`src/sgcr_pkg.sv`:
```
// constants and types for the serial gain control register
// Function
// RULE1 - gain code maps linearly: code 0 is +20 dB, code 63 is -11.5 dB
// RULE2 - each transaction is one 16-bit word while a channel select is low
// RULE3 - a word with write flag 0 stores the six gain code bits
// RULE4 - a write also stores the two fast attack step selector bits
// RULE5 - unused bits of every received word have no effect at all
// RULE6 - a word with write flag 1 leaves stored gain and step unchanged
// RULE7 - the transaction after a read request shifts the stored word out
// RULE8 - after a readback the channel returns to write mode by itself
// RULE9 - controller sends a read word, then releases data and clocks 16 more
// RULE10 - each channel powers down while its own power-up input is low
// RULE11 - basic gain resolution is 0.5 dB per code step
// RULE12 - each channel holds its own code, set only by the selected interface
// RULE13 - interface select 00 parallel, 01 serial, 10 or 11 up/down
// RULE14 - both selects low writes identical data into both channels
// RULE15 - fast trigger high lowers gain by 2, 4, 8 or 16 dB
// RULE16 - fast attack reduction saturates at code 63 instead of wrapping
// RULE17 - data pin stays released except while shifting out a readback word
package sgcr_pkg;
  localparam int          WORD_BITS      = 16;
  localparam int          RW_POS         = 15;
  localparam int          FAST_HI_POS    = 7;
  localparam int          FAST_LO_POS    = 6;
  localparam int          GAIN_MSB       = 5;
  localparam logic [4:0]  BIT_COUNT_LAST = 5'h0F;
  localparam logic [4:0]  BIT_COUNT_FULL = 5'h10;
  localparam logic [5:0]  GAIN_RESET     = 6'h3F;
  localparam logic [5:0]  GAIN_MAX_CODE  = 6'h3F;
  localparam logic [1:0]  FAST_SEL_RESET = 2'h0;
  localparam logic [1:0]  IFACE_SERIAL   = 2'h1;
  localparam logic [1:0]  SEL_NONE_N     = 2'h3;
  localparam logic [6:0]  FAST_STEP_BASE = 7'h04; // 2 dB in half-dB codes
  localparam logic [6:0]  GAIN_TOP_HDB   = 7'h28; // +20 dB in half dB
  localparam logic [6:0]  GAIN_CODE_LIM  = 7'h3F;
  localparam logic [6:0]  UNUSED_FILL    = 7'h00;

  // pins seen through the synchroniser
  typedef struct packed {
    logic       sclk;
    logic       sdio;
    logic [1:0] sel_n;
    logic [1:0] fast;
    logic [1:0] pwr_up;
    logic [1:0] iface;
  } sgcr_pins_t;

  // stored per channel setting
  typedef struct packed {
    logic [1:0] fast_sel;
    logic [5:0] gain;
  } sgcr_cfg_t;

  typedef enum logic [1:0] {
    SGCR_IDLE,
    SGCR_WRITE,
    SGCR_READ,
    SGCR_SKIP
  } sgcr_phase_t;

  // channel output stage state
  typedef struct packed {
    logic [5:0] code;
    logic [6:0] hdb;
    logic       pd;
  } sgcr_chan_st_t;

  // serial engine state
  typedef struct packed {
    sgcr_pins_t      meta;
    sgcr_pins_t      pins;
    logic            sclk_prev;
    sgcr_phase_t     phase;
    logic [1:0]      sel;
    logic [15:0]     shift;
    logic [4:0]      count;
    logic [1:0]      rd_pending;
    sgcr_cfg_t [1:0] cfg;
    logic            sdio_out;
    logic            sdio_oe_n;
  } sgcr_state_t;
endpackage : sgcr_pkg

```
`src/sgcr_chan.sv`:
```
// per channel gain mapping, fast attack and power down
`timescale 1ns/1ps
`default_nettype none
module sgcr_chan (
  input  wire logic              i_clk,
  input  wire logic              i_reset_n,
  input  wire sgcr_pkg::sgcr_cfg_t i_cfg,
  input  wire logic              i_fast,
  input  wire logic              i_power_up,
  output logic [5:0]             o_eff_code,
  output logic [6:0]             o_gain_hdb,
  output logic                   o_power_down
);
  sgcr_pkg::sgcr_chan_st_t st;
  sgcr_pkg::sgcr_chan_st_t next_st;
  logic [6:0]              step;
  logic [6:0]              sum;

  ////////////////////////////////////////////////////////////////////////////
  // effective code and gain
  always_comb begin
    next_st = st;
    step    = 7'(sgcr_pkg::FAST_STEP_BASE << i_cfg.fast_sel);
    sum     = {1'b0, i_cfg.gain} + step;
    // RULE15 fast attack step
    if (i_fast) begin
      // RULE16 saturate at minimum gain
      if (sum > sgcr_pkg::GAIN_CODE_LIM) begin
        next_st.code = sgcr_pkg::GAIN_MAX_CODE;
      end else begin
        next_st.code = sum[5:0];
      end
    end else begin
      // RULE11 half dB per code
      next_st.code = i_cfg.gain;
    end
    // RULE1 linear gain map
    next_st.hdb = sgcr_pkg::GAIN_TOP_HDB - {1'b0, next_st.code};
    // RULE10 independent power down
    next_st.pd  = ~i_power_up;
  end

  // state register
  always_ff @(posedge i_clk) begin
    if (!i_reset_n) begin
      st      <= '0;
      st.code <= sgcr_pkg::GAIN_RESET;
      st.hdb  <= sgcr_pkg::GAIN_TOP_HDB - {1'b0, sgcr_pkg::GAIN_RESET};
      st.pd   <= 1'b1;
    end else begin
      st <= next_st;
    end
  end

  assign o_eff_code   = st.code;
  assign o_gain_hdb   = st.hdb;
  assign o_power_down = st.pd;

  ////////////////////////////////////////////////////////////////////////////
  // checks
  property p_gain_map;
    @(posedge i_clk) disable iff (!i_reset_n)
    $signed(o_gain_hdb) == 7'sd40 - $signed({1'b0, o_eff_code});
  endproperty
  a_gain_map: assert property (p_gain_map) // RULE1
    else $error("gain does not follow code");

  property p_fast_step;
    @(posedge i_clk) disable iff (!i_reset_n)
    i_fast && (sum <= 7'h3F) |=> o_eff_code == $past(sum[5:0]);
  endproperty
  a_fast_step: assert property (p_fast_step) // RULE15
    else $error("fast attack step wrong");

  property p_fast_sat;
    @(posedge i_clk) disable iff (!i_reset_n)
    i_fast && (i_cfg.gain + (7'h04 << i_cfg.fast_sel) > 7'h3F)
      |=> o_eff_code == 6'h3F;
  endproperty
  a_fast_sat: assert property (p_fast_sat) // RULE16
    else $error("fast attack did not saturate");

  property p_plain_code;
    @(posedge i_clk) disable iff (!i_reset_n)
    !i_fast |=> o_eff_code == $past(i_cfg.gain);
  endproperty
  a_plain_code: assert property (p_plain_code) // RULE11
    else $error("code differs from stored gain");

  property p_power_down;
    @(posedge i_clk) disable iff (!i_reset_n)
    !i_power_up |=> o_power_down ##0 o_eff_code == $past(i_cfg.gain) ||
      $past(i_fast);
  endproperty
  a_power_down: assert property (p_power_down) // RULE10
    else $error("power down missing");

  c_fast: cover property (@(posedge i_clk) disable iff (!i_reset_n)
    i_fast && i_cfg.fast_sel == 2'h3);
endmodule : sgcr_chan
`default_nettype wire

```
`src/sgcr_top.sv`:
```
// serial gain word engine for two channels
`timescale 1ns/1ps
`default_nettype none
module sgcr_top (
  input  wire logic   i_clk,
  input  wire logic   i_reset_n,
  input  wire logic   i_sclk,
  input  wire logic   i_sdio,
  input  wire logic   i_chan_a_select_n,
  input  wire logic   i_chan_b_select_n,
  input  wire logic   i_chan_a_fast_trigger,
  input  wire logic   i_chan_b_fast_trigger,
  input  wire logic   i_chan_a_power_up,
  input  wire logic   i_chan_b_power_up,
  input  wire logic   i_iface_sel_lo,
  input  wire logic   i_iface_sel_hi,
  output logic        o_sdio_out,
  output logic        o_sdio_oe_n,
  output logic [11:0] o_stored_code,
  output logic [3:0]  o_fast_step_sel,
  output logic [11:0] o_eff_code,
  output logic [13:0] o_gain_hdb,
  output logic [1:0]  o_power_down
);
  sgcr_pkg::sgcr_state_t st;
  sgcr_pkg::sgcr_state_t next_st;
  sgcr_pkg::sgcr_pins_t  raw;
  logic                  bit_rise;
  logic                  bit_fall;
  logic                  sel_idle;
  logic                  word_done;
  logic                  rd_done;
  logic                  rd_ch;
  logic [15:0]           next_word;
  logic [15:0]           rd_word;

  ////////////////////////////////////////////////////////////////////////////
  // pin bundle
  always_comb begin
    raw.sclk   = i_sclk;
    raw.sdio   = i_sdio;
    raw.sel_n  = {i_chan_b_select_n, i_chan_a_select_n};
    raw.fast   = {i_chan_b_fast_trigger, i_chan_a_fast_trigger};
    raw.pwr_up = {i_chan_b_power_up, i_chan_a_power_up};
    raw.iface  = {i_iface_sel_hi, i_iface_sel_lo};
  end

  ////////////////////////////////////////////////////////////////////////////
  // serial engine
  always_comb begin
    next_st           = st;
    next_st.meta      = raw;
    next_st.pins      = st.meta;
    next_st.sclk_prev = st.pins.sclk;
    bit_rise  = st.pins.sclk & ~st.sclk_prev;
    bit_fall  = ~st.pins.sclk & st.sclk_prev;
    sel_idle  = (st.pins.sel_n == sgcr_pkg::SEL_NONE_N);
    next_word = {st.shift[14:0], st.pins.sdio};
    word_done = 1'b0;
    rd_done   = 1'b0;
    rd_ch     = ~st.sel[0];
    rd_word   = 16'h0000;
    unique case (st.phase)
      sgcr_pkg::SGCR_IDLE: begin
        // RULE12 serial only when selected
        if (!sel_idle && st.pins.iface == sgcr_pkg::IFACE_SERIAL) begin
          next_st.sel   = ~st.pins.sel_n;
          next_st.count = 5'h00;
          rd_ch         = st.pins.sel_n[0];
          rd_word       = {1'b0, sgcr_pkg::UNUSED_FILL, st.cfg[rd_ch]};
          // RULE7 readback follows request
          if (st.rd_pending[rd_ch]) begin
            next_st.phase     = sgcr_pkg::SGCR_READ;
            next_st.shift     = rd_word;
            next_st.sdio_out  = rd_word[sgcr_pkg::RW_POS];
            next_st.sdio_oe_n = 1'b0;
          end else begin
            next_st.phase = sgcr_pkg::SGCR_WRITE;
          end
        end
      end
      sgcr_pkg::SGCR_WRITE: begin
        if (sel_idle) begin
          next_st.phase = sgcr_pkg::SGCR_IDLE; // short word dropped
        end else if (bit_rise) begin
          // RULE2 sixteen bit word
          next_st.shift = next_word;
          next_st.count = st.count + 5'h01;
          if (st.count == sgcr_pkg::BIT_COUNT_LAST) begin
            word_done     = 1'b1;
            next_st.phase = sgcr_pkg::SGCR_SKIP;
          end
        end
      end
      sgcr_pkg::SGCR_READ: begin
        if (sel_idle) begin
          next_st.phase     = sgcr_pkg::SGCR_IDLE;
          next_st.sdio_oe_n = 1'b1;
        end else if (bit_rise) begin
          next_st.count = st.count + 5'h01;
          if (st.count == sgcr_pkg::BIT_COUNT_LAST) begin
            // RULE8 back to write mode
            rd_done                    = 1'b1;
            next_st.rd_pending[rd_ch]  = 1'b0;
            next_st.phase              = sgcr_pkg::SGCR_SKIP;
            // RULE17 release after last bit
            next_st.sdio_oe_n          = 1'b1;
          end
        end else if (bit_fall) begin
          next_st.shift    = {st.shift[14:0], 1'b0};
          next_st.sdio_out = st.shift[14];
        end
      end
      sgcr_pkg::SGCR_SKIP: begin
        // extra clocks ignored until release
        if (sel_idle) begin
          next_st.phase = sgcr_pkg::SGCR_IDLE;
        end
      end
    endcase
    // RULE14 commit per selected channel
    for (int i = 0; i < 2; i++) begin
      if (word_done && st.sel[i]) begin
        if (next_word[sgcr_pkg::RW_POS]) begin
          // RULE6 read request only
          next_st.rd_pending[i] = 1'b1;
        end else begin
          // RULE3 gain bits; RULE5 unused bits dropped
          next_st.cfg[i].gain     = next_word[sgcr_pkg::GAIN_MSB:0];
          // RULE4 fast step selector
          next_st.cfg[i].fast_sel = {next_word[sgcr_pkg::FAST_HI_POS],
                                     next_word[sgcr_pkg::FAST_LO_POS]};
        end
      end
    end
  end

  // state register
  always_ff @(posedge i_clk) begin
    if (!i_reset_n) begin
      st                  <= '0;
      st.meta.sel_n       <= sgcr_pkg::SEL_NONE_N;
      st.pins.sel_n       <= sgcr_pkg::SEL_NONE_N;
      st.phase            <= sgcr_pkg::SGCR_IDLE;
      st.cfg[0].gain      <= sgcr_pkg::GAIN_RESET;
      st.cfg[1].gain      <= sgcr_pkg::GAIN_RESET;
      st.cfg[0].fast_sel  <= sgcr_pkg::FAST_SEL_RESET;
      st.cfg[1].fast_sel  <= sgcr_pkg::FAST_SEL_RESET;
      st.sdio_oe_n        <= 1'b1;
    end else begin
      st <= next_st;
    end
  end

  assign o_sdio_out      = st.sdio_out;
  assign o_sdio_oe_n     = st.sdio_oe_n;
  assign o_stored_code   = {st.cfg[1].gain, st.cfg[0].gain};
  assign o_fast_step_sel = {st.cfg[1].fast_sel, st.cfg[0].fast_sel};

  ////////////////////////////////////////////////////////////////////////////
  // channel output stages
  for (genvar g = 0; g < 2; g++) begin : g_chan
    sgcr_chan u_chan (
      .i_clk        (i_clk),
      .i_reset_n    (i_reset_n),
      .i_cfg        (st.cfg[g]),
      .i_fast       (st.pins.fast[g]),
      .i_power_up   (st.pins.pwr_up[g]),
      .o_eff_code   (o_eff_code[g*6 +: 6]),
      .o_gain_hdb   (o_gain_hdb[g*7 +: 7]),
      .o_power_down (o_power_down[g])
    );
  end

  ////////////////////////////////////////////////////////////////////////////
  // checks
  // count never passes one word
  property p_word_len;
    @(posedge i_clk) disable iff (!i_reset_n)
    st.count <= sgcr_pkg::BIT_COUNT_FULL;
  endproperty
  a_word_len: assert property (p_word_len) // RULE2
    else $error("bit count beyond word");

  // written gain lands in channel a
  property p_write_gain;
    @(posedge i_clk) disable iff (!i_reset_n)
    word_done && !next_word[15] && st.sel[0]
      |=> st.cfg[0].gain == $past(next_word[5:0]);
  endproperty
  a_write_gain: assert property (p_write_gain) // RULE3
    else $error("gain code not stored");

  // written step lands in channel b
  property p_write_step;
    @(posedge i_clk) disable iff (!i_reset_n)
    word_done && !next_word[15] && st.sel[1]
      |=> st.cfg[1].fast_sel == $past(next_word[7:6]);
  endproperty
  a_write_step: assert property (p_write_step) // RULE4
    else $error("fast step not stored");

  // only the low byte is kept
  property p_unused;
    @(posedge i_clk) disable iff (!i_reset_n)
    word_done && !next_word[15] && st.sel[1]
      |=> st.cfg[1] == $past(next_word[7:0]);
  endproperty
  a_unused: assert property (p_unused) // RULE5
    else $error("unused bits leaked");

  // read request keeps settings, marks channels
  property p_read_keep;
    @(posedge i_clk) disable iff (!i_reset_n)
    word_done && next_word[15] |=> st.cfg == $past(st.cfg) ##0
      (st.rd_pending & $past(st.sel)) == $past(st.sel);
  endproperty
  a_read_keep: assert property (p_read_keep) // RULE6
    else $error("read word altered setting");

  // readback starts with the pin driven
  property p_read_drive;
    @(posedge i_clk) disable iff (!i_reset_n)
    st.phase == sgcr_pkg::SGCR_IDLE ##1 st.phase == sgcr_pkg::SGCR_READ
      |-> !st.sdio_oe_n && $past(st.rd_pending) != 2'h0;
  endproperty
  a_read_drive: assert property (p_read_drive) // RULE7
    else $error("readback not driven");

  // full readback clears the pending read
  property p_read_clear;
    @(posedge i_clk) disable iff (!i_reset_n)
    rd_done |=> !st.rd_pending[$past(rd_ch)] && st.sdio_oe_n;
  endproperty
  a_read_clear: assert property (p_read_clear) // RULE8
    else $error("read state not cleared");

  // other interface modes never start a word
  property p_iface_gate;
    @(posedge i_clk) disable iff (!i_reset_n)
    st.phase == sgcr_pkg::SGCR_IDLE && st.pins.iface != 2'h1
      |=> st.phase == sgcr_pkg::SGCR_IDLE;
  endproperty
  a_iface_gate: assert property (p_iface_gate) // RULE12
    else $error("serial active in other mode");

  // joint write gives equal channels
  property p_both;
    @(posedge i_clk) disable iff (!i_reset_n)
    word_done && !next_word[15] && st.sel == 2'h3
      |=> st.cfg[0] == st.cfg[1];
  endproperty
  a_both: assert property (p_both) // RULE14
    else $error("channels differ after joint write");

  // pin released outside readback
  property p_release;
    @(posedge i_clk) disable iff (!i_reset_n)
    st.phase != sgcr_pkg::SGCR_READ |-> st.sdio_oe_n;
  endproperty
  a_release: assert property (p_release) // RULE17
    else $error("data pin driven outside readback");

  // cut word leaves settings alone
  property p_short_drop;
    @(posedge i_clk) disable iff (!i_reset_n)
    st.phase == sgcr_pkg::SGCR_WRITE && sel_idle
      |=> st.phase == sgcr_pkg::SGCR_IDLE && st.cfg == $past(st.cfg);
  endproperty
  a_short_drop: assert property (p_short_drop) // RULE2
    else $error("short word not dropped");

  // extra clocks after a word are ignored
  property p_skip_hold;
    @(posedge i_clk) disable iff (!i_reset_n)
    st.phase == sgcr_pkg::SGCR_SKIP && !sel_idle
      |=> st.phase == sgcr_pkg::SGCR_SKIP && st.cfg == $past(st.cfg);
  endproperty
  a_skip_hold: assert property (p_skip_hold) // RULE2
    else $error("clocks after word changed state");

  // next readback bit after each falling clock
  property p_read_shift;
    @(posedge i_clk) disable iff (!i_reset_n)
    st.phase == sgcr_pkg::SGCR_READ && !sel_idle && bit_fall
      |=> st.sdio_out == $past(st.shift[14]);
  endproperty
  a_read_shift: assert property (p_read_shift) // RULE7
    else $error("readback bit not shifted");

  // pending reads move only at word ends
  property p_pend_keep;
    @(posedge i_clk) disable iff (!i_reset_n)
    !word_done && !rd_done |=> st.rd_pending == $past(st.rd_pending);
  endproperty
  a_pend_keep: assert property (p_pend_keep) // RULE8
    else $error("read state changed mid word");

  c_write: cover property (@(posedge i_clk) disable iff (!i_reset_n)
    word_done && !next_word[15]);
  c_read_req: cover property (@(posedge i_clk) disable iff (!i_reset_n)
    word_done && next_word[15]);
  c_read_done: cover property (@(posedge i_clk) disable iff (!i_reset_n)
    rd_done);
  c_both: cover property (@(posedge i_clk) disable iff (!i_reset_n)
    word_done && st.sel == 2'h3);
endmodule : sgcr_top
`default_nettype wire

```
`config.mk`:
```
export PLATFORM = sky130hd
export DESIGN_NAME = sgcr_top
export DESIGN_NICKNAME = d
export VERILOG_FILES = /design/src/sgcr_pkg.sv /design/src/sgcr_chan.sv /design/src/sgcr_top.sv
export SDC_FILE = /design/constraint.sdc
export NUM_CORES = 1
export LEC_CHECK = 0
export BUFFER_PORTS_ARGS = -buffer_cell sky130_fd_sc_hd__buf_4
export CORE_UTILIZATION = 57
export DETAILED_ROUTE_END_ITERATION = 8
export PLACE_DENSITY_LB_ADDON = 0.1
export SLEW_MARGIN = 25
export SYNTH_ARGS = -nofsm -noshare
export SYNTH_HDL_FRONTEND = slang
export SYNTH_HIERARCHICAL = 1
export SYNTH_SLANG_ARGS = --single-unit
```
`constraint.sdc`:
```
create_clock -name i_clk -period 2.8 [get_ports i_clk]
set_input_delay 0.56 -clock i_clk [delete_from_list [all_inputs] [get_ports i_clk]]
set_output_delay 0.56 -clock i_clk [all_outputs]
set_load 0.05 [all_outputs]
```
### Word-level counts from Yosys, hierarchy flattened

Cells that the tools add are included.

* shift-type cells: 2
* $add $sub $neg: 5
* muxes and demuxes: 44
* magnitude comparators: 5
* eq/ne operators: 19
* bitwise gates (word level): 11
* reductions and logical operators: 17

Operators by type and width (count)
* case mux 20 bit (3 select lines): 1
* two-way mux 20 bit: 2
* two-way mux 15 bit: 2
* two-way mux 25 bit: 1
* two-way mux 6 bit: 4
* two-way mux 22 bit: 1
* two-way mux 2 bit: 9
* != test 2 bit, second input constant: 9
* two-way mux 1 bit: 17
* two-way mux 16 bit: 1
* two-way mux 8 bit: 2
* adder 6 x 7 -> 7 bit: 2
* greater-than comparator 7 x 6 -> 1 bit, second input constant: 2
* left shift 3 x 2 -> 7 bit, first input constant: 2
* subtractor 6 x 6 -> 7 bit, first input constant: 2
* AND reduction 6 bit: 2
* AND reduction 8 bit: 1
* two-way mux 7 bit: 1
* == test 2 bit, second input constant: 3
* != test 3 x 1 -> 1 bit, second input constant: 2
* != test 3 bit, second input constant: 2
* NOT 1 bit: 6
* case mux 2 bit (3 select lines): 1
* AND reduction 2 bit: 3
* 18 further kinds: 25

* bits of input ports: 12
* word-level logic and storage cells: 133
* output and inout port bits: 46
* flip-flop bits (word level): 93

### Longest topological paths before layout

Gate-level depths: netlist of the first run.

* depth after elaboration: 13
* gate-level depth with buffers: 11
* depth with buffers taken out: 11

### Modules after synthesis

Netlist of the first run, hierarchy kept.

By module, submodules not included
* sgcr_top: instances 1, cells an instance 322, sequential area each 1301.2 um^2, area an instance 2895.3 um^2
* sgcr_chan: instances 2, cells an instance 69, sequential area each 260.2 um^2, area an instance 648.1 um^2

### Worst setup path before layout of the first run

Ideal clock, no wire load.

* kind: register -> register
* from: register st, in the netlist o_fast_step_sel[3]
* to: register g_chan[1].u_chan.st, in the netlist g_chan[1].u_chan/o_gain_hdb[4]
* buffers on the path: 0
* required time: 2.685 ns
* setup time: 0.115 ns
* clock period less this slack: 2.196 ns
* arrival time: 2.081 ns
* setup slack: 0.604 ns
* cell stages (with the launch flop): 12
* cell sequence: dfxtp_1 nor2_1 ha_1 fa_1 a21o_1 a21oi_1 nor2_1 nor2_1 ha_1 a21oi_1 xor2_1 and2_1

* cells in the longest elaborated chain, start to end: 6

Ends and longest elaborated chain
* start, declared: RTL line sgcr_top.sv:25 `sgcr_pkg::sgcr_state_t st;`
* start signal, assigned: RTL line sgcr_top.sv:151 `st <= next_st;`
* left shift 3 x 2 -> 7 bit (*): RTL line sgcr_chan.sv:23 `step = 7'(sgcr_pkg::FAST_STEP_BASE << i_cfg.fast_sel);`
* adder 6 x 7 -> 7 bit (*): RTL line sgcr_chan.sv:24 `sum = {1'b0, i_cfg.gain} + step;`
* greater-than comparator 7 x 6 -> 1 bit: RTL line sgcr_chan.sv:28 `if (sum > sgcr_pkg::GAIN_CODE_LIM) begin`
* two-way mux 6 bit (*): RTL line sgcr_chan.sv:28
* two-way mux 6 bit (*): RTL line sgcr_chan.sv:26 `if (i_fast) begin`
* subtractor 6 x 6 -> 7 bit (*): RTL line sgcr_chan.sv:38 `next_st.hdb = sgcr_pkg::GAIN_TOP_HDB - {1'b0, next_st.code};`
* end signal, assigned: RTL line sgcr_chan.sv:51 `st <= next_st;`
* end, declared: RTL line sgcr_chan.sv:14 `sgcr_pkg::sgcr_chan_st_t st;`

Mark *: on every way between the ends. The rest lies on a longest branch, timed or not.
A chain may end at the register's enable or synchronous reset.

### Worst setup path in the final report of the first run

* from: register st, in the netlist o_fast_step_sel[1]
* to: register g_chan[0].u_chan.st, in the netlist g_chan[0].u_chan/o_gain_hdb[4]

* cells in the longest elaborated chain, start to end: 6

Ends and longest elaborated chain (RTL line)
* left shift 3 x 2 -> 7 bit (*): sgcr_chan.sv:23
* adder 6 x 7 -> 7 bit (*): sgcr_chan.sv:24
* greater-than comparator 7 x 6 -> 1 bit: sgcr_chan.sv:28
* two-way mux 6 bit (*): sgcr_chan.sv:28
* two-way mux 6 bit (*): sgcr_chan.sv:26
* subtractor 6 x 6 -> 7 bit (*): sgcr_chan.sv:38
* end signal, assigned: sgcr_chan.sv:51
* end, declared: sgcr_chan.sv:14

Marks and branches as above.

==> summary.txt, run 1 <==
STA
  – Final setup vio count: 0
  – Unrepaired setup endpoints after global routing: no
  – Slew HR: between 40% and 50%
  – Worst clock skew: ~0.0083 ns
  – Hold Fails Final Rpt: 0
  – Setup TNS: 0 ns
  – Max Freq: between 0.4 and 0.5 GHz
  – Worst slew pin tran: roughly 0.9 ns
  – Slew Viols, Final: 0
  – Tmin final: 2.41 ns
  – Hold_ws: between 0.3 and 0.4 ns
  – Fin crit share: 85.9%

CTS
  – CTS Sinks: approximately 90
  – Resized cells post-CTS: 0
  – CTS tree: yes
  – Setup bufs post-CTS: 0
  – CTS Buffer Depth: 2
  – Inserted Clock Buffers: 9
  – Reg clk slew, reported paths: 0.08 ns
  – Clock latency on the worst-skew pair: between 0.3 and 0.4 ns
  – H-tree level count: 3
  – Clk root buf: clkbuf_8
  – # hold bufs at CTS: 0

Routing
  – Met2 Wirelength: between 4000 and 5000 µm
  – Met3 wire len: between 300 and 400 µm
  – Drt pass-1 iters: 4
  – DR vias/cell: between 5 and 6
  – Routed WL: between 8000 and 9000 µm
  – Antenna Violating Nets Remaining: 0
  – WL/cell: roughly 14 µm
  – Initial DRC Count: 145
  – M1 WL: 3660 µm
  – Vias: 3291
  – Post-route DRC: 0
  – Max Used Layer: met4

Critical path
  – Critical path type: reg2reg
  – Crit path buf inv count: 0
  – Critical-path cell list: nor2_1, ha_1, fa_1, a21o_1, a21oi_1, nor2_1, nor2_1, ha_1, a21oi_1, xor2_1, and2_1
  – Reg2reg setup slack: 0.39 ns
  – Worst-path fanout max: 7
  – Top Family by Delay on Critical Path: adder cells
  – WP depth: 11
  – Req. time, crit path: about 3 ns
  – RR Endpoint: g_chan[0].u_chan/o_gain_hdb[4]
  – Most used cell, CP: nor2_1
  – Critical path origin: o_fast_step_sel[1]
  – Crit start category: flip-flop
  – CP max stage cell: dfxtp_1
  – CP Capture Type: flip-flop
  – CP max stage delay: roughly 0.44 ns
  – Arr. time, crit path: about 2.7 ns
  – CP endpoint: g_chan[0].u_chan/o_gain_hdb[4]
  – Reg-to-Reg Start: o_fast_step_sel[1]
  – Worst Reg-to-Reg Cells: 11

Placed design
  – Final RePlAce weighted congestion: 0.885
  – Port Buffers: 57
  – Placed Area: between 0.004 and 0.005 mm²
  – Dpl hpwl: 5850 µm

Pwr
  – Power per cell area: slightly below 600 mW/mm²
  – Peak VDD IR: roughly 0.00038 V
  – Static Leak: 0.00189 µW

GRT
  – Largest net degree at the start of global routing: 31
  – Grt total ovfl: 0
  – First-pass GRT wire length: around 14000 µm
  – Initial antenna violation count: 0
  – Total track usage: approximately a quarter
  – Vias in the first global route: 3026

Layout
  – Commonest non-fill, non-tap cell in the layout: dfxtp_1
  – Nets: ~520
  – Share of layout cells above drive strength 1: a little under a fifth
  – Area delta synth->final: 12.7%
  – Most frequent cells in the layout: dfxtp_1, buf_4, a21oi_1
  – Util after Layout: approximately two thirds
  – Final instance area: around 0.0047 mm²
  – Antenna cell count: 0

Floorplan
  – Initial core utilization: 60.4%
  – Die area: 0.00770 mm²
  – Io pins: slightly below 60
  – Die width: around 88 µm
  – Die Ht: 87.8 µm
  – CORE AREA: roughly 0.0069 mm²
  – Std cell rows: 30

Synthesis
  – Syn Area/Cell: between 9 and 10 µm²
  – Synthesized flop and latch total: 91
  – Async SR Flop Fraction: 0%
  – Syn Nets: just under 500
  – Distinct cells, synth: 51
  – Predominant post-synthesis flop cell: dfxtp_1
  – Synth warn: 6
  – Post-Syn Area: ~0.0042 mm²
  – Sequential share of the synthesized area: around 43%
  – Post-synth EDFFs: 0
  – Post-Synthesis Cells: 460

Flow run
  – Maxcap violations: 0

Min path
  – Hold crit path type: reg2reg

Status
  – Status: finished, final reports clean
where the power goes:
part	internal, µW	switching [µW]
clock network	522	437
logic	158	285
registers	1350	56.2
Yosys cell counts, types with 3 or more instances:
cell type | n | area (µm²)
a211oi_1 | 4 | 30.0
a211oi_2 | 7 | 87.6
a21oi_1 | 44 | 220
and2_1 | 26 | 163
buf_2 | 8 | 40.0
buf_4 | 19 | 143
clkbuf_1 | 10 | 37.5
dfxtp_1 | 91 | 1820
ha_1 | 17 | 213
inv_1 | 7 | 26.3
mux2i_1 | 15 | 150
nand2_1 | 40 | 150
nand2b_1 | 16 | 100
nand3_1 | 32 | 160
nand3b_1 | 4 | 30.0
nand4_1 | 8 | 50.1
nand4b_1 | 3 | 26.3
nor2_1 | 33 | 124
nor2b_1 | 6 | 37.5
o21ai_0 | 18 | 90.1
xnor2_1 | 6 | 52.6
xor2_1 | 4 | 35.0
worst min-delay path by stage:
stage          depth (start not counted)  slack (ns)                            end              start
2_1_floorplan                          1        0.34  g_chan[0].u_chan/o_power_down             st[48]
3_3_place_gp                           1        0.35  g_chan[0].u_chan/o_power_down             st[48]
3_5_place_dp                           1        0.35  g_chan[1].u_chan/o_power_down             st[49]
4_1_cts                                1        0.37  g_chan[1].u_chan/o_power_down             st[49]
5_1_grt                                2        0.39                    next_st[53]  i_chan_b_select_n
6_report                               1        0.37  g_chan[1].u_chan/o_power_down             st[49]
layout make-up:
cell class                      instances  area [µm²]
Fill cell                             590        2220
Multi-Input combinational cell        322        2100
Sequential cell                        91        1820
Timing Repair Buffer                   59         443
Clock buffer                           11         141
Tap cell                               96         120
Clock inverter                          4        75.1
Inverter                                7        26.3
stage by stage:
stage / setup slack (ns) / total power [µW] / instances
global placement: 0.491 / 1870 / 575
detailed placement: 0.429 / 1880 / 575
finish: 0.395 / 2810 / 590
CTS: 0.404 / 2830 / 590
floorplan: 0.604 / 1780 / 460
global route: 0.152 / 2940 / 590
flip-flops by register name (all words and copies together), names as in the netlist:
signal / count
next_st: 11
g_chan.u_chan/o_power_down: 2
o_sdio_out: 1
o_stored_code: 12
g_chan.u_chan/o_gain_hdb: 12
o_fast_step_sel: 4
g_chan.u_chan/o_eff_code: 12
next_word: 16
o_sdio_oe_n: 1
st: 20
per-layer routing:
layer  vias up  GRT usage (%)
met5         -              0
met4         0           12.5
met3        12           3.20
met2        81           40.1
met1      1551           28.3
li1       1647              -
kinds of logic after synthesis:
| family | after synthesis | synth area share, % |
|---|---|---|
| AND/OR/NAND/NOR | 182 | 23.4 |
| AO/OA/AOI/OAI | 94 | 14.4 |
| flip-flops | 91 | 43.5 |
| buffers and inverters | 47 | 6.51 |
| adder cells (fa/ha/maj) | 19 | 6.03 |
| multiplexers | 17 | 4.12 |
| XOR/XNOR | 10 | 2.09 |
Power figures use the tool's default switching activity.
==> run 2: changes to the inputs <==
--- a/config.mk
+++ b/config.mk
@@ -5,8 +5,10 @@
 export SDC_FILE = /design/constraint.sdc
 export NUM_CORES = 1
 export LEC_CHECK = 0
+export ABC_AREA = 1
 export BUFFER_PORTS_ARGS = -buffer_cell sky130_fd_sc_hd__buf_4
-export CORE_UTILIZATION = 57
+export CORE_MARGIN = 2
+export CORE_UTILIZATION = 58
 export DETAILED_ROUTE_END_ITERATION = 8
 export PLACE_DENSITY_LB_ADDON = 0.1
 export SLEW_MARGIN = 25
==> run 2 against run 1 <==
Compared with the run above: critical path depth grew 3; global-route usage shrank 0.29 points; design area grew 8.6%; synthesized area grew 9.4%; critical path type unchanged; largest cell class unchanged.
==> summary.txt, run 2 <==
Layout
  – Final instance area: 0.00513 mm² (+8.6%)
  – Largest register FFs: 20 (unchanged)
  – Area delta synth->final: 11.8%
  – Nets: 711 (+36%)
  – Most frequent cells in the layout: nand2_1, dfxtp_1, inv_1
  – Biggest register: st
  – Area of the multi-input gates: 0.00217 mm² (+3.6%)
  – Sequential cell area: 0.00182 mm² (unchanged)
  – Util after Layout: 66.7% (-1.3 points)
  – # fillers: 702 (+19%)
  – Commonest non-fill, non-tap cell in the layout: nand2_1
  – Antenna cell count: 0 (unchanged)
  – Share of layout cells above drive strength 1: 16.4% (-2.1 points)

Floorplan
  – Die Ht: 92.9 µm (+5.9%)
  – Io pins: 58 (unchanged)
  – Initial core utilization: 59.7% (-0.69 points)
  – CORE AREA: 0.00769 mm² (+11%)
  – Die width: 92.9 µm (+5.9%)
  – Die area: 0.00864 mm² (+12%)
  – Std cell rows: 32 (+6.7%)

STA
  – Hold_ws: 0.377 ns (+0.00987 ns)
  – Unrepaired setup endpoints after global routing: no
  – Worst slew pin tran: 0.544 ns (-0.350 ns)
  – Max Freq: 0.419 GHz (+0.78%)
  – Fin crit share: 85.2% (-0.67 points)
  – Hold Fails Final Rpt: 0 (unchanged)
  – Slew HR: 63.6% (+24 points)
  – Slew Viols, Final: 0 (unchanged)
  – Worst clock skew: 0.00761 ns (-0.000643 ns)
  – Setup TNS: 0 ns (unchanged)
  – Tmin final: 2.39 ns (-0.0187 ns)
  – Final setup vio count: 0 (unchanged)

Synthesis
  – Yosys top cell area share: 39.7% (-3.7 points)
  – Synth area leader: dfxtp_1
  – Xor/xnor share of the synthesized area: 0.191% (-1.9 points)
  – Synthesized flop and latch total: 91 (unchanged)
  – Synth warn: 6 (unchanged)
  – Most frequent cells after synthesis: nand2_1, dfxtp_1, inv_1
  – Synth Area in Compound Gates: 5.65% (-8.7 points)
  – Post-synth EDFFs: 0 (unchanged)
  – Async SR Flop Fraction: 0% (unchanged)
  – Syn Area/Cell: 7.12 µm² (-22%)
  – Proportion of synthesized area in mux cells: 0.436% (-3.7 points)
  – Distinct cells, synth: 34 (-33%)
  – Predominant post-synthesis flop cell: dfxtp_1
  – Synthesized-area fraction occupied by adder cells: 5.51% (-0.52 points)
  – Post-Syn Area: 0.00459 mm² (+9.4%)
  – Top cells by area, synth: dfxtp_1, nand2_1, inv_1
  – Sequential share of the synthesized area: 39.7% (-3.7 points)
  – Post-Synthesis Cells: 644 (+40%)
  – Syn Nets: 675 (+37%)
  – Largest family of logic cells by synthesized area: simple AND/OR/NAND/NOR gates
  – Most frequent cell after synthesis: nand2_1
  – Simple-gate share of the synthesized area: 35.6% (+12 points)

CTS
  – H-tree level count: 3 (unchanged)
  – Resized cells post-CTS: 0 (unchanged)
  – Clock latency on the worst-skew pair: 0.36 ns (about the same)
  – Inserted Clock Buffers: 9 (unchanged)
  – Clk root buf: clkbuf_8
  – CTS tree: yes
  – CTS Sinks: 91 (unchanged)
  – Setup bufs post-CTS: 0 (unchanged)
  – # hold bufs at CTS: 0 (unchanged)
  – CTS Buffer Depth: 2 (unchanged)
  – Reg clk slew, reported paths: 0.09 ns (about the same)

Critical path
  – Critical-path cell list: nor2_1, ha_1, fa_1, nand3_1, nand3_2, nand2_2, inv_1, nor2_1, ha_1, nand3_2, nand2_1, nand2_1, nand2_1, inv_1
  – WP depth: 14 (+3)
  – Reg2reg setup slack: 0.41 ns (+0.02 ns)
  – CP endpoint: g_chan[1].u_chan/o_gain_hdb[6]
  – CP max stage cell: dfxtp_1
  – Crit start category: flip-flop
  – Crit path buf inv count: 2 (+2)
  – Worst-path fanout max: 8 (+1)
  – Critical path origin: o_fast_step_sel[3]
  – Req. time, crit path: 3.06 ns (about the same)
  – RR Endpoint: g_chan[1].u_chan/o_gain_hdb[6]
  – CP max stage delay: 0.44 ns (about the same)
  – Most used cell, CP: nand2_1
  – Critical path type: reg2reg
  – Worst Reg-to-Reg Cells: 14 (+3)
  – Top Family by Delay on Critical Path: simple AND/OR/NAND/NOR gates
  – Arr. time, crit path: 2.64 ns (-0.02 ns)
  – CP Capture Type: flip-flop
  – Reg-to-Reg Start: o_fast_step_sel[3]

Pwr
  – Static Leak: 0.00260 µW (+37%)
  – Peak VDD IR: 0.000302 V (-21%)
  – Power per cell area: 567 mW/mm² (-4.7%)

Routing
  – Post-route DRC: 0 (unchanged)
  – Initial DRC Count: 173 (+19%)
  – Vias: 3965 (+20%)
  – Routed WL: 9430 µm (+15%)
  – DR vias/cell: 5.04 (-9.7%)
  – WL/cell: 12.0 µm (-14%)
  – Drt pass-1 iters: 5 (+1)
  – Antenna Violating Nets Remaining: 0 (unchanged)

Placed design
  – Port Buffers: 57 (unchanged)
  – Placed Area: 0.00493 mm² (+9.3%)
  – Dpl hpwl: 6960 µm (+19%)
  – Final RePlAce weighted congestion: 0.889 (+0.51%)

GRT
  – Total track usage: 23.1% (-0.29 points)
  – Largest net degree at the start of global routing: 32 (+3.2%)
  – First-pass GRT wire length: 16000 µm (+15%)
  – Initial antenna violation count: 0 (unchanged)
  – Vias in the first global route: 3526 (+17%)
  – Grt total ovfl: 0 (unchanged)

Status
  – Status: finished, final reports clean

Min path
  – Hold crit path type: in2reg

Flow run
  – Maxcap violations: 0 (unchanged)
## run 2: cell families after synthesis
| kind of cell | after synthesis |
|---|---|
| simple gates | 358 |
| buf+inv | 129 |
| flops | 91 |
| compound gates | 44 |
| fa+ha+maj | 19 |
| mux | 2 |
| xor+xnor | 1 |
## run 2: area by class of cell
class	count	area share, %
clock buffer	10	2.49
tap	102	2.49
inverter	94	6.88
clock inverter	6	1.49
timing repair buffer	60	8.78
sequential	91	35.5
multi-input combinational	424	42.4
## run 2: worst min-delay path: cells and delay by family
kind,cells,cell delay (ns)
AND/OR/NAND/NOR,1,0.04
buffers and inverters,2,0.11
## run 2: routing by layer
metal  up-vias  track usage, %  wire length [µm]
met1      1793            27.7              3980
li1       2070               -                 -
met4         0            8.21               234
met5         -               0                 0
met2        84            41.1              4870
met3        18            4.23               342
## run 2: report_power, final
part	internal, µW	switching, µW
clock	424	481
combinational	170	420
sequential	1370	50.0
total	1960	951
## run 2: how the worst min path moves through the flow
stage	start	to	slack (ns)	cells after the start
floorplan	st[48]	g_chan[0].u_chan/o_power_down	0.34	1
global placement	st[48]	g_chan[0].u_chan/o_power_down	0.35	1
detailed placement	st[48]	g_chan[0].u_chan/o_power_down	0.36	1
CTS	i_chan_a_fast_trigger	next_st[50]	0.37	3
global route	i_iface_sel_hi	next_st[47]	0.37	3
finish	i_chan_a_fast_trigger	next_st[50]	0.38	3
## run 2: metrics by stage
step           worst slack (ns)  instances  power [µW]
6_report                  0.413        787        2910
5_1_grt                   0.138        787        3070
4_1_cts                   0.419        787        2930
3_5_place_dp              0.437        771        2030
3_3_place_gp              0.569        771        2020
2_1_floorplan             0.669        644        1900
==> run 3: changes to the inputs <==
--- a/config.mk
+++ b/config.mk
@@ -11,6 +11,7 @@
 export CORE_UTILIZATION = 58
 export DETAILED_ROUTE_END_ITERATION = 8
 export PLACE_DENSITY_LB_ADDON = 0.1
+export REMOVE_ABC_BUFFERS = 1
 export SLEW_MARGIN = 25
 export SYNTH_ARGS = -nofsm -noshare
 export SYNTH_HDL_FRONTEND = slang
==> run 3 against run 2 <==
Compared with the run above: non-clock buffer count increased by 1; clock skew rose by 0.0018 ns; sequential power hardly changed; cell count increased by 0.13%; die area unchanged.
==> summary.txt, run 3 (same netlist as run 2, synthesis figures left out) <==
CTS
  – Inserted Clock Buffers: 9 (unchanged)
  – H-tree level count: 3 (unchanged)
  – Setup bufs post-CTS: 0 (unchanged)
  – CTS Sinks: 91 (unchanged)
  – Resized cells post-CTS: 0 (unchanged)
  – CTS Buffer Depth: 2 (unchanged)
  – CTS tree: yes
  – # hold bufs at CTS: 0 (unchanged)
  – Clk root buf: clkbuf_8
  – Reg clk slew, reported paths: 0.10 ns (about the same)
  – Clock latency on the worst-skew pair: 0.36 ns (about the same)

Critical path
  – RR Endpoint: g_chan[0].u_chan/o_gain_hdb[6]
  – Worst-path fanout max: 8 (unchanged)
  – Critical path origin: o_fast_step_sel[1]
  – CP Capture Type: flip-flop
  – Crit path buf inv count: 2 (unchanged)
  – Most used cell, CP: nand2_1
  – CP endpoint: g_chan[0].u_chan/o_gain_hdb[6]
  – CP max stage cell: dfxtp_1
  – Req. time, crit path: 3.06 ns (about the same)
  – Crit start category: flip-flop
  – Critical path type: reg2reg
  – CP max stage delay: 0.42 ns (-0.02 ns)
  – Critical-path cell list: nor2_1, ha_1, fa_1, nand3_1, nand3_2, nand2_2, inv_1, nor2_1, ha_1, nand3_2, nand2_1, nand2_1, nand2_1, inv_1
  – Arr. time, crit path: 2.67 ns (+0.03 ns)
  – Worst Reg-to-Reg Cells: 14 (unchanged)
  – Top Family by Delay on Critical Path: simple AND/OR/NAND/NOR gates
  – Reg2reg setup slack: 0.39 ns (-0.02 ns)
  – Reg-to-Reg Start: o_fast_step_sel[1]
  – WP depth: 14 (unchanged)

Layout
  – Biggest register: st
  – Final instance area: 0.00515 mm² (+0.46%)
  – Area delta synth->final: 12.4%
  – Largest register FFs: 20 (unchanged)
  – Antenna cell count: 0 (unchanged)
  – Util after Layout: 67.0% (+0.31 points)
  – Commonest non-fill, non-tap cell in the layout: nand2_1
  – Nets: 712 (+0.14%)
  – Share of layout cells above drive strength 1: 16.6% (+0.27 points)
  – Most frequent cells in the layout: nand2_1, dfxtp_1, inv_1

Floorplan
  – CORE AREA: 0.00769 mm² (unchanged)
  – Die width: 92.9 µm (unchanged)
  – Die Ht: 92.9 µm (unchanged)
  – Std cell rows: 32 (unchanged)
  – Io pins: 58 (unchanged)
  – Die area: 0.00864 mm² (unchanged)
  – Initial core utilization: 59.7% (unchanged)

Min path
  – Hold path start: st[48]
  – Hold crit path type: reg2reg

STA
  – Hold Fails Final Rpt: 0 (unchanged)
  – Worst setup margin: 0.392 ns (-0.0209 ns)
  – Slew HR: 63.5% (-0.15 points)
  – Final setup vio count: 0 (unchanged)
  – Slew Viols, Final: 0 (unchanged)
  – Unrepaired setup endpoints after global routing: no
  – Worst slew pin tran: 0.545 ns (+0.000852 ns)
  – Setup TNS: 0 ns (unchanged)
  – Fin crit share: 86.0% (+0.75 points)
  – Hold_ws: 0.372 ns (-0.00508 ns)
  – Max Freq: 0.415 GHz (-0.87%)
  – Tmin final: 2.41 ns (+0.0209 ns)
  – Worst clock skew: 0.00940 ns (+0.00179 ns)

Routing
  – Vias: 3912 (-1.3%)
  – Routed WL: 9010 µm (-4.4%)
  – WL/cell: 11.4 µm (-4.5%)
  – Post-route DRC: 0 (unchanged)
  – DR vias/cell: 4.96 (-1.5%)
  – Initial DRC Count: 207 (+20%)
  – Antenna Violating Nets Remaining: 0 (unchanged)
  – Drt pass-1 iters: 5 (unchanged)

GRT
  – Vias in the first global route: 3657 (+3.7%)
  – Grt total ovfl: 0 (unchanged)
  – First-pass GRT wire length: 15500 µm (-3.0%)
  – Initial antenna violation count: 0 (unchanged)
  – Total track usage: 21.9% (-1.2 points)
  – Largest net degree at the start of global routing: 48 (+50%)

Pwr
  – Peak VDD IR: 0.000363 V (+20%)
  – Static Leak: 0.00261 µW (+0.54%)
  – Power per cell area: 574 mW/mm² (+1.1%)

Placed design
  – Final RePlAce weighted congestion: 0.869 (-2.3%)
  – Worst slack, placed: 0.413 ns (-0.0244 ns)
  – Placed Area: 0.00493 mm² (+0.15%)
  – Port Buffers: 57 (unchanged)
  – Dpl hpwl: 6580 µm (-5.5%)

Status
  – Status: finished, final reports clean

Flow run
  – Maxcap violations: 0 (unchanged)
run 3: cell count changes in the layout (fill, tap and decap cells not counted):
cell      delta
buf_4        +1
clkbuf_1     -1
clkinv_2     -1
inv_6        -1
inv_8        +3
run 3: final cells by class:
| class | instances | area (µm²) |
|---|---|---|
| clock buffer | 9 | 124 |
| clock inverter | 7 | 96.3 |
| fill | 717 | 2530 |
| inverter | 94 | 353 |
| multi-input combinational | 424 | 2170 |
| sequential | 91 | 1820 |
| tap | 102 | 128 |
| timing repair buffer | 61 | 458 |
run 3: worst register-to-register path: stages, from the launching register on:
cell and delay [ns]:
dfxtp_1 0.42, nor2_1 0.08, ha_1 0.22, fa_1 0.41, nand3_1 0.12, nand3_2 0.08
nand2_2 0.16, inv_1 0.08, nor2_1 0.15, ha_1 0.21, nand3_2 0.11, nand2_1 0.11
nand2_1 0.06, nand2_1 0.06, inv_1 0.04
run 3: worst min path at each step:
stage / end / depth (start not counted)
2_1_floorplan: g_chan[0].u_chan/o_power_down / 1
3_3_place_gp: g_chan[0].u_chan/o_power_down / 1
3_5_place_dp: g_chan[0].u_chan/o_power_down / 1
4_1_cts: next_st[49] / 3
5_1_grt: next_st[50] / 3
6_report: g_chan[0].u_chan/o_power_down / 1
run 3: metrics by stage:
step           std cells  total power (µW)
2_1_floorplan        609              1870
3_3_place_gp         772              2010
3_5_place_dp         772              2020
4_1_cts              788              2970
5_1_grt              788              3110
6_report             788              2960
run 3: power breakdown:
group | internal [µW] | switching [µW] | total (µW)
Combinational | 170 | 412 | 582
Sequential | 1370 | 46.8 | 1410
Clock | 440 | 523 | 963
Total | 1980 | 981 | 2960
run 3: per-layer routing:
| layer | up-vias | wire [µm] | global-route usage [%] |
|---|---|---|---|
| met5 | - | 0 | 0 |
| met3 | 12 | 349 | 3.50 |
| met2 | 74 | 4320 | 37.4 |
| met1 | 1761 | 4230 | 27.8 |
| met4 | 0 | 106 | 7.97 |
| li1 | 2065 | - | - |
